File: src/ulf_pkg.sv
// Constants, field layouts and carrier types for the line, FIFO and modem control block.
package ulf_pkg;

  localparam int unsigned ULF_ADDR_W = 3;
  localparam int unsigned ULF_DATA_W = 8;

  localparam logic [2:0] ULF_ADDR_DIV_LO = 3'h0;
  localparam logic [2:0] ULF_ADDR_DIV_HI = 3'h1;
  localparam logic [2:0] ULF_ADDR_ISR_FCR = 3'h2;
  localparam logic [2:0] ULF_ADDR_LCR = 3'h3;
  localparam logic [2:0] ULF_ADDR_MCR = 3'h4;

  localparam int unsigned FCR_ENABLE = 0;
  localparam int unsigned FCR_RX_CLEAR = 1;
  localparam int unsigned FCR_TX_CLEAR = 2;
  localparam int unsigned FCR_DMA = 3;
  localparam int unsigned FCR_TRIG_LO = 6;

  localparam int unsigned LCR_LEN_LO = 0;
  localparam int unsigned LCR_STOP = 2;
  localparam int unsigned LCR_PAR_EN = 3;
  localparam int unsigned LCR_PAR_EVEN = 4;
  localparam int unsigned LCR_PAR_FORCE = 5;
  localparam int unsigned LCR_BREAK = 6;
  localparam int unsigned LCR_DLAB = 7;

  localparam int unsigned MCR_DTR = 0;
  localparam int unsigned MCR_RTS = 1;
  localparam int unsigned MCR_OUT1 = 2;
  localparam int unsigned MCR_OUT2 = 3;
  localparam int unsigned MCR_LOOP = 4;
  localparam int unsigned MCR_W = 5;

  localparam logic [7:0] ULF_LCR_RST = 8'h00;
  localparam logic [4:0] ULF_MCR_RST = 5'h00;
  localparam logic [1:0] ULF_TRIG_RST = 2'h0;
  localparam logic [7:0] ULF_DIV_RST = 8'h00;

  localparam logic [3:0] ULF_LEN_BASE = 4'h5;
  localparam logic [4:0] ULF_TRIG_1 = 5'h01;
  localparam logic [4:0] ULF_TRIG_4 = 5'h04;
  localparam logic [4:0] ULF_TRIG_8 = 5'h08;
  localparam logic [4:0] ULF_TRIG_14 = 5'h0e;
  localparam logic [2:0] ULF_STOP_ONE = 3'h2;
  localparam logic [2:0] ULF_STOP_ONE_HALF = 3'h3;
  localparam logic [2:0] ULF_STOP_TWO = 3'h4;

  // Stop length is carried in half bit times so that 1.5 stays exact.
  typedef struct packed {
    logic [3:0] data_bits;
    logic [2:0] stop_halves;
    logic parity_en;
    logic parity_even;
    logic parity_forced;
    logic brk;
  } ulf_fmt_t;

endpackage

File: src/ulf_ctrl.sv
// Per-channel FIFO, line format and modem output control with its register port.
`timescale 1ns/1ps
// How it works
// Status bits 7:6 both read as the FIFO enable state.
// FIFO control bit 0 enables FIFOs; other bits ignored unless it is set.
// Bit 1 with enable gives a one-cycle receive FIFO clear, then self-clears.
// Bit 2 with enable gives a one-cycle transmit FIFO clear, then self-clears.
// Bit 3 selects DMA mode for the ready pins; zero after reset.
// Bits 7:6 pick trigger 1, 4, 8 or 14; hit when count reaches it.
// Line bits 1:0 set character length 5 to 8 for both directions.
// Line bit 2 gives one, one and a half or two stop bits.
// Line bit 3 adds a parity bit on send and checks it on receive.
// Line bit 4 chooses odd (zero) or even (one) parity.
// Line bit 5 forces parity high with bit 4 low, low otherwise.
// Line bit 6 holds the serial output low until software clears it.
// Line bit 7 steers low addresses to the divisor latch bytes.
// Modem bit 0 drives the terminal-ready pin inverted.
// Modem bit 1 drives the request-to-send pin inverted.
// Modem bit 2 feeds the ring indicator status in loopback.
// Modem bit 3 drives the second user output inverted in loopback.
// Interrupt pin floats when the alternate bus mode pin, select pin and modem bit 3 are all zero.
// The other party keeps the select pin low in the alternate bus mode.
// The two divisor bytes join high over low into one 16-bit value.
// In loopback carrier-detect status reads modem bit 3.
// Reserved bits ignore writes and read as zero.
module ulf_ctrl #(
  parameter int unsigned CNT_W = 5
) (
  input wire logic clk_i,
  input wire logic arst_n_i,
  input wire logic ce_i,
  input wire logic [ulf_pkg::ULF_ADDR_W-1:0] addr_i,
  input wire logic [ulf_pkg::ULF_DATA_W-1:0] wdata_i,
  input wire logic wr_i,
  input wire logic rd_i,
  input wire logic [3:0] int_id_i,
  input wire logic irq_pending_i,
  input wire logic [CNT_W-1:0] rx_count_i,
  input wire logic tx_serial_raw_i,
  input wire logic [7:0] tx_char_i,
  input wire logic [7:0] rx_char_i,
  input wire logic rx_parity_i,
  input wire logic ring_indicator_in_n_i,
  input wire logic cd_in_n_i,
  input wire logic irq_output_select_i,
  input wire logic alt_bus_mode_i,
  output logic [ulf_pkg::ULF_DATA_W-1:0] rdata_o,
  output logic fifo_en_o,
  output logic rx_fifo_clear_o,
  output logic tx_fifo_clear_o,
  output logic dma_mode_o,
  output logic [CNT_W-1:0] rx_trig_level_o,
  output logic rx_trigger_hit_o,
  output ulf_pkg::ulf_fmt_t line_fmt_o,
  output logic [15:0] divisor_o,
  output logic tx_serial_o,
  output logic tx_parity_bit_o,
  output logic rx_parity_err_o,
  output logic dtr_n_o,
  output logic rts_n_o,
  output logic user_out1_n_o,
  output logic user_out2_n_o,
  output logic loopback_o,
  output logic ri_status_o,
  output logic cd_status_o,
  output logic irq_o,
  output logic irq_oe_o
);
  import ulf_pkg::*;

  function automatic logic [4:0] ulf_trig_level(input logic [1:0] sel);
    logic [4:0] lvl;
    case (sel)
      2'h0: lvl = ULF_TRIG_1;
      2'h1: lvl = ULF_TRIG_4;
      2'h2: lvl = ULF_TRIG_8;
      default: lvl = ULF_TRIG_14;
    endcase
    return lvl;
  endfunction

  function automatic logic [3:0] ulf_word_len(input logic [1:0] sel);
    return ULF_LEN_BASE + {2'b00, sel};
  endfunction

  // Bits above the programmed length are masked, so the sender may leave junk there.
  function automatic logic ulf_parity_bit(input logic [7:0] data, input ulf_fmt_t f);
    logic [7:0] m;
    m = data & (8'hff >> (4'h8 - f.data_bits));
    if (f.parity_forced)
    begin
      return !f.parity_even;
    end
    return f.parity_even ? (^m) : !(^m);
  endfunction

  logic fifo_en_q;
  logic dma_q;
  logic [1:0] trig_sel_q;
  logic rx_clr_q;
  logic tx_clr_q;
  logic [7:0] lcr_q;
  logic [MCR_W-1:0] mcr_q;
  logic dlab;
  logic fcr_wr;
  logic fcr_arm;
  logic div_wr;
  logic [7:0] rd_mux;
  ulf_fmt_t fmt_d;

  assign dlab = lcr_q[LCR_DLAB];
  assign fcr_wr = wr_i && (addr_i == ULF_ADDR_ISR_FCR);
  assign fcr_arm = fcr_wr && wdata_i[FCR_ENABLE];
  assign div_wr = wr_i && dlab && (addr_i == ULF_ADDR_DIV_LO || addr_i == ULF_ADDR_DIV_HI);

  always_ff @(posedge clk_i or negedge arst_n_i)
  begin
    if (!arst_n_i)
    begin
      fifo_en_q <= 1'b0;
      dma_q <= 1'b0;
      trig_sel_q <= ULF_TRIG_RST;
    end
    else if (ce_i && fcr_wr)
    begin
      fifo_en_q <= wdata_i[FCR_ENABLE];
      if (fcr_arm)
      begin
        dma_q <= wdata_i[FCR_DMA];
        trig_sel_q <= wdata_i[FCR_TRIG_LO +: 2];
      end
    end
  end

  // The clear strobes are pulses, so the bits never read back as set.
  always_ff @(posedge clk_i or negedge arst_n_i)
  begin
    if (!arst_n_i)
    begin
      rx_clr_q <= 1'b0;
      tx_clr_q <= 1'b0;
    end
    else if (ce_i)
    begin
      rx_clr_q <= fcr_arm && wdata_i[FCR_RX_CLEAR];
      tx_clr_q <= fcr_arm && wdata_i[FCR_TX_CLEAR];
    end
  end

  always_ff @(posedge clk_i or negedge arst_n_i)
  begin
    if (!arst_n_i)
    begin
      lcr_q <= ULF_LCR_RST;
    end
    else if (ce_i && wr_i && addr_i == ULF_ADDR_LCR)
    begin
      lcr_q <= wdata_i;
    end
  end

  always_ff @(posedge clk_i or negedge arst_n_i)
  begin
    if (!arst_n_i)
    begin
      mcr_q <= ULF_MCR_RST;
    end
    else if (ce_i && wr_i && addr_i == ULF_ADDR_MCR)
    begin
      mcr_q <= wdata_i[MCR_W-1:0];
    end
  end

  ulf_divisor_latch #(
    .BYTE_W(8)
  ) u_div (
    .clk_i(clk_i),
    .arst_n_i(arst_n_i),
    .ce_i(ce_i),
    .wr_i(div_wr),
    .sel_hi_i(addr_i[0]),
    .wdata_i(wdata_i),
    .divisor_o(divisor_o)
  );

  always_comb
  begin
    rd_mux = 8'h00;
    case (addr_i)
      ULF_ADDR_DIV_LO: rd_mux = dlab ? divisor_o[7:0] : 8'h00;
      ULF_ADDR_DIV_HI: rd_mux = dlab ? divisor_o[15:8] : 8'h00;
      ULF_ADDR_ISR_FCR: rd_mux = {fifo_en_q, fifo_en_q, 2'b00, int_id_i};
      ULF_ADDR_LCR: rd_mux = lcr_q;
      ULF_ADDR_MCR: rd_mux = {3'b000, mcr_q};
      default: rd_mux = 8'h00;
    endcase
  end

  always_ff @(posedge clk_i or negedge arst_n_i)
  begin
    if (!arst_n_i)
    begin
      rdata_o <= 8'h00;
    end
    else if (ce_i && rd_i)
    begin
      rdata_o <= rd_mux;
    end
  end

  always_ff @(posedge clk_i or negedge arst_n_i)
  begin
    if (!arst_n_i)
    begin
      fifo_en_o <= 1'b0;
      rx_fifo_clear_o <= 1'b0;
      tx_fifo_clear_o <= 1'b0;
      dma_mode_o <= 1'b0;
      rx_trig_level_o <= '0;
      rx_trigger_hit_o <= 1'b0;
    end
    else if (ce_i)
    begin
      fifo_en_o <= fifo_en_q;
      rx_fifo_clear_o <= rx_clr_q;
      tx_fifo_clear_o <= tx_clr_q;
      dma_mode_o <= dma_q;
      rx_trig_level_o <= CNT_W'(ulf_trig_level(trig_sel_q));
      rx_trigger_hit_o <= fifo_en_q && (rx_count_i >= CNT_W'(ulf_trig_level(trig_sel_q)));
    end
  end

  always_comb
  begin
    fmt_d.data_bits = ulf_word_len(lcr_q[LCR_LEN_LO +: 2]);
    if (!lcr_q[LCR_STOP])
    begin
      fmt_d.stop_halves = ULF_STOP_ONE;
    end
    else if (lcr_q[LCR_LEN_LO +: 2] == 2'h0)
    begin
      fmt_d.stop_halves = ULF_STOP_ONE_HALF;
    end
    else
    begin
      fmt_d.stop_halves = ULF_STOP_TWO;
    end
    fmt_d.parity_en = lcr_q[LCR_PAR_EN];
    fmt_d.parity_even = lcr_q[LCR_PAR_EVEN];
    fmt_d.parity_forced = lcr_q[LCR_PAR_FORCE];
    fmt_d.brk = lcr_q[LCR_BREAK];
  end

  always_ff @(posedge clk_i or negedge arst_n_i)
  begin
    if (!arst_n_i)
    begin
      line_fmt_o <= '0;
      tx_serial_o <= 1'b1;
      tx_parity_bit_o <= 1'b0;
      rx_parity_err_o <= 1'b0;
    end
    else if (ce_i)
    begin
      line_fmt_o <= fmt_d;
      tx_serial_o <= lcr_q[LCR_BREAK] ? 1'b0 : tx_serial_raw_i;
      tx_parity_bit_o <= fmt_d.parity_en && ulf_parity_bit(tx_char_i, fmt_d);
      rx_parity_err_o <= fmt_d.parity_en && (rx_parity_i != ulf_parity_bit(rx_char_i, fmt_d));
    end
  end

  // Outside loopback the two user outputs have no pin, so they idle high.
  always_ff @(posedge clk_i or negedge arst_n_i)
  begin
    if (!arst_n_i)
    begin
      dtr_n_o <= 1'b1;
      rts_n_o <= 1'b1;
      user_out1_n_o <= 1'b1;
      user_out2_n_o <= 1'b1;
      loopback_o <= 1'b0;
      ri_status_o <= 1'b0;
      cd_status_o <= 1'b0;
    end
    else if (ce_i)
    begin
      dtr_n_o <= !mcr_q[MCR_DTR];
      rts_n_o <= !mcr_q[MCR_RTS];
      user_out1_n_o <= mcr_q[MCR_LOOP] ? !mcr_q[MCR_OUT1] : 1'b1;
      user_out2_n_o <= mcr_q[MCR_LOOP] ? !mcr_q[MCR_OUT2] : 1'b1;
      loopback_o <= mcr_q[MCR_LOOP];
      ri_status_o <= mcr_q[MCR_LOOP] ? mcr_q[MCR_OUT1] : !ring_indicator_in_n_i;
      cd_status_o <= mcr_q[MCR_LOOP] ? mcr_q[MCR_OUT2] : !cd_in_n_i;
    end
  end

  // In the alternate bus mode the pin is always driven, whatever the level of the select pin.
  always_ff @(posedge clk_i or negedge arst_n_i)
  begin
    if (!arst_n_i)
    begin
      irq_o <= 1'b0;
      irq_oe_o <= 1'b0;
    end
    else if (ce_i)
    begin
      irq_o <= irq_pending_i;
      irq_oe_o <= alt_bus_mode_i || irq_output_select_i || mcr_q[MCR_OUT2];
    end
  end
endmodule

File: src/ulf_divisor_latch.sv
// Two-byte baud divisor latch that presents the joined 16-bit divisor.
`timescale 1ns/1ps
module ulf_divisor_latch #(
  parameter int unsigned BYTE_W = 8
) (
  input wire logic clk_i,
  input wire logic arst_n_i,
  input wire logic ce_i,
  input wire logic wr_i,
  input wire logic sel_hi_i,
  input wire logic [BYTE_W-1:0] wdata_i,
  output logic [2*BYTE_W-1:0] divisor_o
);
  import ulf_pkg::*;

  logic [BYTE_W-1:0] lo_q;
  logic [BYTE_W-1:0] hi_q;

  always_ff @(posedge clk_i or negedge arst_n_i)
  begin
    if (!arst_n_i)
    begin
      lo_q <= BYTE_W'(ULF_DIV_RST);
      hi_q <= BYTE_W'(ULF_DIV_RST);
    end
    else if (ce_i && wr_i)
    begin
      if (sel_hi_i)
      begin
        hi_q <= wdata_i;
      end
      else
      begin
        lo_q <= wdata_i;
      end
    end
  end

  // The joined value is re-registered so the divider never sees a half-written pair mid-cycle.
  always_ff @(posedge clk_i or negedge arst_n_i)
  begin
    if (!arst_n_i)
    begin
      divisor_o <= '0;
    end
    else if (ce_i)
    begin
      divisor_o <= {hi_q, lo_q};
    end
  end

endmodule

File: config.mk
export PLATFORM = sky130hd
export DESIGN_NAME = ulf_ctrl
export DESIGN_NICKNAME = d
export VERILOG_FILES = /design/src/ulf_pkg.sv /design/src/ulf_ctrl.sv /design/src/ulf_divisor_latch.sv
export SDC_FILE = /design/constraint.sdc
export NUM_CORES = 1
export LEC_CHECK = 0
export ABC_CLOCK_PERIOD_IN_PS = 6100
export CAP_MARGIN = 20
export CORE_ASPECT_RATIO = 0.75
export CORE_UTILIZATION = 30
export CTS_CLUSTER_SIZE = 14
export DETAILED_ROUTE_END_ITERATION = 16
export DONT_BUFFER_PORTS = 1
export GPL_TIMING_DRIVEN = 0
export SYNTH_ARGS = -nofsm -noshare
export SYNTH_HDL_FRONTEND = slang
export SYNTH_SLANG_ARGS = --single-unit
File: constraint.sdc
create_clock -name clk_i -period 6.1 [get_ports clk_i]
set_input_delay 0 -clock clk_i [delete_from_list [all_inputs] [get_ports clk_i]]
set_output_delay 0 -clock clk_i [all_outputs]
set_load 0.005 [all_outputs]
* Yosys cells after proc, flatten, opt, wreduce, memory -nomap -nowiden
Cells that the tools add are included.
** Word-level totals
- Flip-flop bits (word level) :: 92
- Input bits :: 48
- Output and inout bits :: 57
- Word-level logic and storage cells :: 105
** Cells by class
- Add/subtract/negate cells :: 2
- $lt $le $gt $ge :: 1
- Equality and inequality tests :: 7
- Shifts and indexed selects :: 1
- Muxes and demuxes :: 21
- Bitwise logic cells :: 3
- Reduce and logical (&&, ||, !) cells :: 35
** Operator list (number)
- 8-bit case mux with 5 select lines :: 1
- 8-bit bitwise AND :: 2
- 8-bit two-way mux :: 2
- 8-bit parity :: 2
- 1-bit logical AND :: 15
- 1-bit two-way mux :: 14
- 4-bit case mux with 3 select lines :: 1
- 1-bit zero test :: 9
- 8-bit by 4-bit right shift with 8-bit output (first input constant) :: 1
- 3-bit by 2-bit equality test with 1-bit output (second input constant) :: 2
- 3-bit two-way mux :: 2
- 2-bit AND reduction :: 3
- 5-bit greater-or-equal comparator :: 1
- 5-bit two-way mux :: 1
- 3-bit by 2-bit adder with 4-bit output (first input constant) :: 1
- 2-bit zero test :: 2
- 4-bit subtractor (first input constant) :: 1
- 3-bit by 1-bit equality test with 1-bit output (second input constant) :: 1
- 3-bit equality test (second input constant) :: 1
- 3-bit zero test :: 1
- 1-bit logical OR :: 3
- 2-bit by 1-bit equality test with 1-bit output (second input constant) :: 1
- 2-bit equality test (second input constant) :: 1
- 1-bit inequality test :: 1
- 1-bit inverter :: 1

* Longest topological paths before layout
Gate-level depths: netlist (run 1).
- Depth after elaboration :: 11
- Gate-level depth with buffers :: 7
- Gate-level depth less buffers :: 7

* Cells and area by module
From an unflattened synthesis (run 1), not the netlist that was laid out.
** Unflattened totals
- Cells, all modules :: 330
- Area, all modules :: 4141.5 um^2
** By module, submodules not included
- ulf_ctrl :: times used 1, cells each 262, area an instance 2920.3 um^2, seq. area each 1482.7 um^2
- ulf_divisor_latch :: times used 1, cells each 68, area an instance 1221.2 um^2, seq. area each 800.8 um^2

* Least setup slack after synthesis (run 1)
No wires, ideal clock.
- Kind :: reg-to-reg
- Start :: register lcr_q[0]
- End :: register tx_parity_bit_o
- Setup time :: 0.120 ns
- Data arrival time :: 1.897 ns
- Required time :: 5.980 ns
- Path slack :: 4.082 ns
- Stages on the path, launching flop included :: 8
- Path buffers :: 0
- Clock period less this slack :: 2.018 ns
- Cells stage by stage :: dfrtp_1 > inv_1 > ha_1 > xor2_1 > nand2_1 > xnor3_1 > or3_1 > a41o_1
** RTL lines
- from (decl) :: RTL line ulf_ctrl.sv:102 : logic [7:0] lcr_q;
- from (signal assigned) :: RTL line ulf_ctrl.sv:158 : lcr_q <= wdata_i;
- to (signal assigned) :: RTL line ulf_ctrl.sv:267 : tx_parity_bit_o <= fmt_d.parity_en && ulf_parity_bit(tx_char_i, fmt_d);
- to (decl) :: RTL line ulf_ctrl.sv:57 : output logic tx_parity_bit_o,

* Final worst setup path (run 1)
- Start :: register trig_sel_q[0]
- End :: register rx_trigger_hit_o
** Between the ends
- Longest elaborated chain between the ends :: 5
- Elaborated cells on any way between the ends :: 7
- Classes of those cells :: order compare: 1; eq/ne: 2; mux: 2; reduce/logical: 2
** RTL lines
- from (decl) :: RTL line ulf_ctrl.sv:99 : logic [1:0] trig_sel_q;
- from (signal assigned) :: RTL line ulf_ctrl.sv:130 : trig_sel_q <= wdata_i[FCR_TRIG_LO +: 2];
- 2-bit equality test (tied with other cells) :: RTL line ulf_ctrl.sv:73 : case (sel)
- 4-bit case mux with 3 select lines (*) :: RTL line ulf_ctrl.sv:73
- 5-bit two-way mux (*) :: RTL line ulf_ctrl.sv:222 : else if (ce_i)
- 5-bit greater-or-equal comparator (*) :: RTL line ulf_ctrl.sv:229 : rx_trigger_hit_o <= fifo_en_q && (rx_count_i >= CNT_W'(ulf_trig_level(trig_sel_q)));
- 1-bit logical AND (*) :: RTL line ulf_ctrl.sv:229
- to (signal assigned) :: RTL line ulf_ctrl.sv:229
- to (decl) :: RTL line ulf_ctrl.sv:53 : output logic rx_trigger_hit_o,
Every way passes the cells marked *; elsewhere a longest branch is shown, timed or not. The select of a mux whose other input is x is not followed.
A chain may end at the register's enable or synchronous reset.

==> flow_metrics.py, run 1 <==
metrics = {
    "pwr": {
        "power_switching_uw": 491,
        "p_leak_nw": 2.20,
        "power_frac_seq_pct": 49.6,
        "switching_share_pct": 28.6,
        "power_density_nw_per_um2": 352,
        "ir_drop_mv": 0.169,
        "p_comb_share_pct": 17.0,
        "p_int_mw": 1.23,
        "clkPwrFrac_pct": 33.4,
    },
    "routing": {
        "dr.pass1.iters": 4,
        "drt_iter0_drc": 130,
        "wl_per_cell_microns": 19.3,
        "ant_nets": 0,
        "vias_per_cell": 4.93,
        "drt-total-wl_microns": 10600,
        "vias": 2703,
        "drc": 0,
    },
    "clock_network": {
        "clk_latency_ps": 340,
        "cts_sinks": 91,
        "clock_path_buffers": 2,
        "root_buffer": "clkbuf_16",
        "cts_inserted_buffers": 9,
        "clkSlewWorstSetupHoldPaths_ps": 70,
        "cts_tree": "built",
        "htree_levels": 3,
    },
    "final_layout": {
        "stdcell_area_sq_um": 4880,
        "final_nets": 428,
        "area_growth_pct": 19.1,
        "antennaDiodeCount": 0,
        "drive_gt1_share_pct": 23.9,
    },
    "placement": {
        "post_dp_cell_area_sq_um": 4320,
        "place_hpwl_microns": 7810,
        "port_buffers": 0,
        "gp_congestion": 0.813,
    },
    "timing": {
        "rsz0062_at_grt": "no",
        "worst_pin_slew_ps": 887,
        "finalClockSkew_ps": 8.82,
        "finalSetupTns_ps": 0,
        "finalHoldViolations": 0,
        "worst_hold_slack_ps": 13.8,
        "clock.fmax_mhz": 427,
        "relSlewSlack_pct": 40.6,
        "slew_violations": 0,
        "setup_viol": 0,
        "finalCritPeriodShare_pct": 38.4,
        "fin_crit_ps": 2340,
    },
    "synth": {
        "yosys.area_share.adder_pct": 2.44,
        "synth_simple_gate_area_share_pct": 7.78,
        "synth-edff-count": 0,
        "synth_area_sq_um": 4100,
        "synthCells": 337,
        "synth_compound_area_share_pct": 8.72,
        "synth_xor_area_share_pct": 4.09,
        "synth.distinct_cells": 43,
        "synth.most_common_cell": "dfrtp_1",
        "synth_top_cells_by_area": "dfrtp_1, mux2_2, o21ai_0, dfstp_2, nand2_1",
        "ys_ff_latch": 91,
        "yosys_warnings": 0,
        "syn-mean-instance-area_sq_um": 12.2,
        "synth.area.mux_share_pct": 18.2,
        "ys.flop_type": "dfrtp_1",
        "synth-seq-area-share_pct": 55.7,
        "synth_common_cells": "dfrtp_1, mux2_2, nand2_1",
        "synth_top_area_cell": "dfrtp_1",
        "synth_top_family_by_area": "multiplexers",
        "synth_nets": 393,
        "synth_top_area_share_pct": 52.5,
        "async_flop_share_pct": 100,
    },
    "grt": {
        "grt_pass1_wl_microns": 16300,
        "grt_max_degree": 92,
        "grt_antenna_before_repair": 0,
        "grt_use_total_pct": 16.0,
        "grt_pass1_vias": 2860,
        "overflow": 0,
    },
    "run": {
        "cap_viol_max_count": 0,
    },
    "floorplan": {
        "die_h_microns": 103,
        "ioPinCount": 105,
        "core-area_sq_um": 13200,
        "dieArea_sq_um": 14100,
        "num_rows": 36,
        "dieWidth_microns": 137,
        "start_util_pct": 31.2,
    },
    "worst_setup_path": {
        "cp-start-kind": "flip-flop",
        "crit_path_max_fanout": 6,
        "arrival_ps": 2560,
        "cp-end-kind": "flip-flop",
        "path_class": "flip-flop to flip-flop",
        "worst_ep_required_time_ps": 6310,
    },
    "hold_path": {
        "worstHoldPathType": "primary input to flip-flop",
    },
    "outcome": {
        "outcome": "completed",
    },
}
-- state kept, by name (all words and copies together), names as in the netlist, 2 cells and up --
signal and count:
u_div.divisor_o 16, line_fmt_o 11, lcr_q 8, rdata_o 8, u_div.hi_q 8, u_div.lo_q 8
mcr_q 5, rx_trig_level_o 4, trig_sel_q 2
-- path summary, 6_finish.rpt --
path	cells past startpoint	from	endpoint	slack (ps)
max	8	trig_sel_q[0]	rx_trigger_hit_o	3760
min	4	int_id_i[0]	rdata_o[0]	10
max reg2reg	8	trig_sel_q[0]	rx_trigger_hit_o	3760
min reg2reg	1	mcr_q[1]	rts_n_o	480
max in group asynchronous	2	arst_n_i	rts_n_o	5510
min in group asynchronous	2	arst_n_i	line_fmt_o[1]	200
-- power groups by stage --
stage	Sequential, mW	Clock [mW]	Combinational (mW)
6_report	0.852	0.574	0.291
5_1_grt	0.872	0.617	0.329
4_1_cts	0.856	0.592	0.296
3_5_place_dp	0.868	0	0.262
3_3_place_gp	0.863	0	0.250
2_1_floorplan	0.815	0	0.217
-- cells in the final DEF (no fill, tap or decap), types with 8 or more instances in the layout --
cell	synthesis	final
o21ai_0	32	32
a22oi_1	8	8
nand2_1	34	34
ha_1	8	8
clkbuf_16	0	9
dlygate4sd3_1	0	23
dfrtp_1	86	86
mux2_2	62	62
clkbuf_1	9	9
nor2_1	10	10
inv_1	17	17
-- logic make-up after synthesis --
| logic type | Yosys count |
|---|---|
| AOI/OAI and AO/OA | 59 |
| xor gates and xnor gates | 12 |
| adders and majority gates | 8 |
| buffers and inverters | 31 |
| DFF | 91 |
| muxes | 67 |
| other | 1 |
| and+or+nand+nor | 68 |
-- area by class of cell --
cell class | count | area [sq um]
plain buffers | 14 | 57.6
clock buffers | 10 | 239
clock inverters | 6 | 71.3
fillers | 1326 | 8270
inverters | 17 | 63.8
multi-input cells | 215 | 1700
flip-flops and latches | 91 | 2280
well taps | 171 | 214
repair buffers | 24 | 258
-- worst max-delay path, stage by stage (launching register included) --
cell	delay [ps]
dfrtp_1	450
nor2_1	160
ha_1	240
nand2b_1	140
a21o_1	180
a21o_1	180
a211oi_1	210
dlygate4sd3_1	590
o22ai_1	60
-- metal layers --
metal / global-route usage (%) / routed length (microns) / vias to the layer above
met3: 6.24 / 1050 / 10
met2: 24.6 / 4720 / 101
li1: - / - / 1243
met1: 21.0 / 4680 / 1349
met5: 0 / 0 / -
met4: 4.48 / 128 / 0
-- what timing repair did --
| action | CTS | global route |
|---|---|---|
| hold endpoints to repair | 138 | 0 |
| resized for setup | 0 | 0 |
| setup buffers | 0 | 0 |
| hold buffers | 24 | 0 |
| endpoints found under the setup margin | 0 | 0 |
-- stage by stage --
| step | cells | setup slack (ps) | power, mW | utilization [%] |
|---|---|---|---|---|
| CTS | 548 | 3740 | 1.74 | 37.1 |
| global route | 548 | 3590 | 1.82 | 37.1 |
| floorplan | 337 | 4080 | 1.03 | - |
| global placement | 508 | 3930 | 1.11 | 32.8 |
| finish | 548 | 3760 | 1.72 | 37.1 |
| detailed placement | 508 | 3860 | 1.13 | 32.8 |
Note: power is estimated with default switching activity, not from simulation.
==> run 2: changes to the inputs <==
--- a/config.mk
+++ b/config.mk
@@ -5,7 +5,8 @@
 export SDC_FILE = /design/constraint.sdc
 export NUM_CORES = 1
 export LEC_CHECK = 0
-export ABC_CLOCK_PERIOD_IN_PS = 6100
+export ABC_AREA = 1
+export ABC_CLOCK_PERIOD_IN_PS = 2400
 export CAP_MARGIN = 20
 export CORE_ASPECT_RATIO = 0.75
 export CORE_UTILIZATION = 30
==> constraint.sdc (replaced) <==
create_clock -name clk_i -period 2.4 [get_ports clk_i]
set_input_delay 0 -clock clk_i [delete_from_list [all_inputs] [get_ports clk_i]]
set_output_delay 0 -clock clk_i [all_outputs]
set_load 0.005 [all_outputs]
==> flow_metrics.py, run 2 <==
metrics = {
    "outcome": {
        "outcome": "finished, violations left",
        "violations": "design-rule violations",
    },
    "routing": {
        "vias": 3632,
        "drt_iter0_drc": 276,
        "vias_per_cell": 4.93,
        "ant_nets": 0,
        "dr.pass1.iters": 14,
        "drc": 6,
        "drt-total-wl_microns": 12200,
        "wl_per_cell_microns": 16.5,
    },
    "synth": {
        "synth.distinct_cells": 31,
        "synth_top_cells_by_area": "dfrtp_1, nand2_1, o21ai_0, inv_1, nand3_1",
        "synth_nets": 577,
        "ys_ff_latch": 91,
        "async_flop_share_pct": 100,
        "synth-edff-count": 0,
        "synth.most_common_cell": "nand2_1",
        "synth_top_area_cell": "dfrtp_1",
        "synth_area_sq_um": 4220,
        "syn-mean-instance-area_sq_um": 8.10,
        "synth-seq-area-share_pct": 54.1,
        "ys.flop_type": "dfrtp_1",
        "synth_common_cells": "nand2_1, dfrtp_1, o21ai_0",
        "yosys_warnings": 0,
        "synthCells": 521,
        "synth_top_area_share_pct": 51.0,
    },
    "floorplan": {
        "dieWidth_microns": 139,
        "ioPinCount": 105,
        "dieArea_sq_um": 14600,
        "start_util_pct": 30.8,
        "die_h_microns": 105,
        "core-area_sq_um": 13700,
        "num_rows": 37,
    },
    "final_layout": {
        "drive_gt1_share_pct": 5.70,
        "final_cell_mix": "nand2_1, dfrtp_1, o21ai_0",
        "area_growth_pct": 17.8,
        "fill_cells": 1434,
        "multi_input_area_sq_um": 1640,
        "layout_commonest_cell": "nand2_1",
        "final_nets": 612,
        "largest_reg_flops": 16,
        "largest-register": "u_div.divisor_o",
        "regArea_sq_um": 2280,
        "reg_top3": "u_div.divisor_o (16), line_fmt_o (11)",
        "stdcell_count": 737,
        "final_util_pct": 36.3,
    },
    "timing": {
        "rsz0062_at_grt": "no",
        "relSlewSlack_pct": 54.5,
        "slew_violations": 0,
        "finalClockSkew_ps": 6.15,
        "setup_viol": 0,
        "fin_crit_ps": 1940,
        "worst_pin_slew_ps": 682,
        "finalCritPeriodShare_pct": 81.0,
        "clock.fmax_mhz": 515,
        "finalSetupTns_ps": 0,
        "finalHoldViolations": 0,
    },
    "worst_setup_path": {
        "crit_chain": "inv_1 > ha_1 > inv_1 > nand2_1 > nand2_1 > nand2_1 > nand3_1 > nand3_1 > nand2_1 > nand3_1 > nand3_1 > nand2_1",
        "critPathMaxStageDelay_ps": 460,
        "cp-start-kind": "flip-flop",
        "crit_path_max_fanout": 8,
        "path_buf_inv": 2,
        "cp-end-kind": "flip-flop",
        "arrival_ps": 2170,
        "path_class": "flip-flop to flip-flop",
        "critical_path.most_common_cell": "nand2_1",
        "crit_family": "simple AND/OR/NAND/NOR gates",
        "worst_path_max_delay_cell": "dfrtp_1",
        "worst_ep_required_time_ps": 2620,
    },
    "clock_network": {
        "root_buffer": "clkbuf_16",
        "htree_levels": 3,
        "cts_sinks": 91,
        "clock_path_buffers": 2,
        "post_cts_buffers": 0,
        "clk_latency_ps": 340,
        "cts_tree": "built",
        "clkSlewWorstSetupHoldPaths_ps": 60,
        "cts_inserted_buffers": 9,
    },
    "pwr": {
        "ir_drop_mv": 0.400,
        "p_leak_nw": 2.45,
        "power_density_nw_per_um2": 806,
    },
    "grt": {
        "grt_max_degree": 92,
        "grt_pass1_wl_microns": 19600,
        "overflow": 0,
        "grt_pass1_vias": 3666,
        "grt_use_total_pct": 17.7,
        "grt_antenna_before_repair": 1,
    },
    "placement": {
        "place_hpwl_microns": 9200,
        "gp_congestion": 0.881,
        "dpl.cell_count": 696,
        "port_buffers": 0,
    },
    "run": {
        "cap_viol_max_count": 0,
    },
    "hold_path": {
        "worstHoldPathType": "primary input to flip-flop",
    },
}
[run 2: area by class of cell]
class                   count  area share, %
clock buffers              14           5.31
multi-input cells         355           32.9
diodes                      1         0.0503
inverters                  59           4.45
plain buffers              16           1.61
repair buffers             24           5.18
flip-flops and latches     91           45.9
clock inverters             2          0.201
well taps                 175           4.40
[run 2: power by group]
group          switching [mW]  internal [mW]
Sequential              0.232           1.79
Clock                   0.554          0.756
Combinational           0.418          0.252
Total                    1.20           2.80
[run 2: path summary, 6_finish.rpt]
path	start	to	slack, ps	cells past startpoint
worst max-delay path	lcr_q[0]	rx_parity_err_o	460	12
worst min register to register	mcr_q[1]	rts_n_o	470	1
min in group asynchronous	arst_n_i	rx_trig_level_o[2]	200	2
worst max register to register	lcr_q[0]	rx_parity_err_o	460	12
max in group asynchronous	arst_n_i	rts_n_o	1780	2
worst min-delay path	wdata_i[1]	lcr_q[1]	20	2
[run 2: worst reg2reg max path: cells and delay by family (launching register included)]
kind | cells | cell delay [ps]
AND/OR/NAND/NOR | 9 | 750
flip-flops | 1 | 460
buffers and inverters | 2 | 390
adder cells (fa/ha/maj) | 1 | 240
[run 2: timing repair]
action	in CTS	in global routing
hold buffers	24	0
gates resized for setup	0	0
endpoints found under the hold margin	129	0
setup endpoints to repair	0	0
[run 2: kinds of logic after synthesis]
family / count (synthesis) / share of synthesized area [%]
AND/OR/NAND/NOR: 247 / 23.4
AO/OA/AOI/OAI: 98 / 12.7
flip-flops: 91 / 54.1
buffers and inverters: 75 / 7.14
adder cells (fa/ha/maj): 8 / 2.37
XOR/XNOR: 1 / 0.208
other: 1 / 0.0889
[run 2: per-layer routing]
layer,routed length [microns],vias to the layer above,GRT usage [%]
met3,1270,19,6.97
met4,208,0,6.11
met2,5340,137,27.4
met1,5370,1736,22.5
li1,-,1740,-
met5,0,-,0
[run 2: per-stage QoR]
stage               power (mW)  area (sq um)  hold slack [ps]  setup slack [ps]
global route              4.26          4970             14.2               183
global placement          2.63          4440             -293               517
finish                    4.01          4970             20.4               457
floorplan                 2.44          4220             -296               780
CTS                       4.05          4970             9.62               461
detailed placement        2.66          4440             -293               466
==> run 3: changes to the inputs <==
--- a/config.mk
+++ b/config.mk
@@ -6,7 +6,7 @@
 export NUM_CORES = 1
 export LEC_CHECK = 0
 export ABC_AREA = 1
-export ABC_CLOCK_PERIOD_IN_PS = 2400
+export ABC_CLOCK_PERIOD_IN_PS = 1900
 export CAP_MARGIN = 20
 export CORE_ASPECT_RATIO = 0.75
 export CORE_UTILIZATION = 30
==> constraint.sdc (replaced) <==
create_clock -name clk_i -period 1.9 [get_ports clk_i]
set_input_delay 0 -clock clk_i [delete_from_list [all_inputs] [get_ports clk_i]]
set_output_delay 0 -clock clk_i [all_outputs]
set_load 0.005 [all_outputs]
==> flow_metrics.py, run 3 (synthesis gave the netlist of run 2 again) <==
metrics = {
    "outcome": {
        "outcome": "finished, violations left",
        "violations": "design-rule violations, negative hold slack",
    },
    "final_layout": {
        "largest_reg_flops": 16,
        "final_cell_mix": "nand2_1, dfrtp_1, o21ai_0",
        "area_growth_pct": 17.6,
        "final_nets": 613,
        "reg_top3": "u_div.divisor_o (16), line_fmt_o (11)",
        "layout_commonest_cell": "nand2_1",
        "fill_cells": 1428,
        "largest-register": "u_div.divisor_o",
        "stdcell_area_sq_um": 4960,
        "drive_gt1_share_pct": 7.12,
    },
    "timing": {
        "fin_crit_ps": 1690,
        "finalHoldViolations": 91,
        "worst_pin_slew_ps": 670,
        "finalCritPeriodShare_pct": 89.1,
        "slew_violations": 0,
        "relSlewSlack_pct": 55.3,
        "rsz0062_at_grt": "no",
        "worst_hold_slack_ps": -647,
        "finalClockSkew_ps": 7.36,
        "finalSetupTns_ps": 0,
        "clock.fmax_mhz": 591,
        "layout_setup_ws_ps": 207,
        "setup_viol": 0,
    },
    "pwr": {
        "power_density_nw_per_um2": 1020,
        "ir_drop_mv": 0.443,
        "total_power_mw": 5.06,
        "p_leak_nw": 2.44,
    },
    "clock_network": {
        "ctsHoldBuffers": 22,
        "clock_path_buffers": 2,
        "clk_latency_ps": 340,
        "cts_inserted_buffers": 9,
        "root_buffer": "clkbuf_16",
        "cts_sinks": 91,
        "clkSlewWorstSetupHoldPaths_ps": 60,
        "htree_levels": 3,
        "cts_tree": "built",
    },
    "placement": {
        "post_dp_cell_area_sq_um": 4440,
        "place_hpwl_microns": 9200,
        "gp_congestion": 0.881,
        "port_buffers": 0,
        "pre_cts_ws_ps": -33.7,
    },
    "routing": {
        "vias_per_cell": 4.94,
        "drt_iter0_drc": 280,
        "vias": 3644,
        "wl_per_cell_microns": 16.7,
        "drt-total-wl_microns": 12300,
        "drc": 8,
        "ant_nets": 0,
        "dr.pass1.iters": 13,
    },
    "floorplan": {
        "dieWidth_microns": 139,
        "num_rows": 37,
        "die_h_microns": 105,
        "core-area_sq_um": 13700,
        "ioPinCount": 105,
        "dieArea_sq_um": 14600,
        "start_util_pct": 30.8,
    },
    "grt": {
        "grt_use_total_pct": 17.7,
        "grt_pass1_wl_microns": 19600,
        "grt_max_degree": 92,
        "overflow": 0,
        "grt_pass1_vias": 3661,
        "grt_antenna_before_repair": 1,
    },
    "worst_setup_path": {
        "rrSetupSlack_ps": 210,
        "worst_path_max_delay_cell": "dfrtp_2",
        "cp-start-kind": "flip-flop",
        "crit_path_max_fanout": 5,
        "path_buf_inv": 2,
        "arrival_ps": 1920,
        "cp-end-kind": "flip-flop",
        "crit_chain": "inv_2 > ha_1 > inv_2 > nand2_1 > nand2_2 > nand3_1 > nand2_1 > nand3_1 > nand2_1 > nand3_1 > nand3_1 > nand2_1",
        "path_class": "flip-flop to flip-flop",
        "worst_ep_required_time_ps": 2130,
        "crit_family": "simple AND/OR/NAND/NOR gates",
        "critPathMaxStageDelay_ps": 430,
    },
    "run": {
        "cap_viol_max_count": 0,
    },
    "hold_path": {
        "worstHoldPathType": "primary input to async pin",
    },
}
[run 3: cell types whose count changed in the layout (fill, tap and decap cells not counted), sizes merged]
cell / previous run / this run
buf: 10 / 12
dlygate4sd3: 23 / 22
[run 3: layer usage]
layer  vias up  track usage [%]  share of wire [%]
li1       1745                -                  -
met1      1747             22.4                 44
met2       133             27.3                 44
met3        19             6.97                9.8
met4         0             6.11                1.7
met5         -                0                  0
[run 3: metrics by stage]
stage | instances | util [%]
finish | 738 | 36.2
global route | 737 | 36.2
CTS | 734 | 36.0
detailed placement | 696 | 32.4
global placement | 696 | 32.4
floorplan | 521 | -
[run 3: final timing paths]
check / from / end / depth (start not counted)
min reg2reg: mcr_q[1] / rts_n_o / 1
max: lcr_q[0] / tx_parity_bit_o / 12
max reg2reg: lcr_q[0] / tx_parity_bit_o / 12
max in group asynchronous: arst_n_i / rts_n_o / 0
min: arst_n_i / rx_trig_level_o[2] / 0
min in group clk_i: wdata_i[1] / lcr_q[1] / 2
[run 3: cell type report]
class                   count  area [sq um]  share of cell area [%]
multi-input cells         355          1640                    33.0
flip-flops and latches     91          2290                    46.1
clock buffers              14           264                    5.32
diodes                      1          2.50                  0.0504
clock inverters             2          10.0                   0.202
inverters                  59           221                    4.46
repair buffers             25           243                    4.89
plain buffers              16          80.1                    1.61
well taps                 175           219                    4.41
[run 3: repair_timing]
action                                 CTS  global route
cloned                                   0             0
gates resized for setup                  1             5
endpoints found under the hold margin  129            91
setup buffers                            0             3
setup endpoints to repair                2             2
[run 3: power by group]
group	total [mW]	internal, mW	switching (mW)
registers	2.56	2.27	0.291
clock network	1.66	0.956	0.706
logic	0.844	0.332	0.512
total	5.06	3.55	1.51
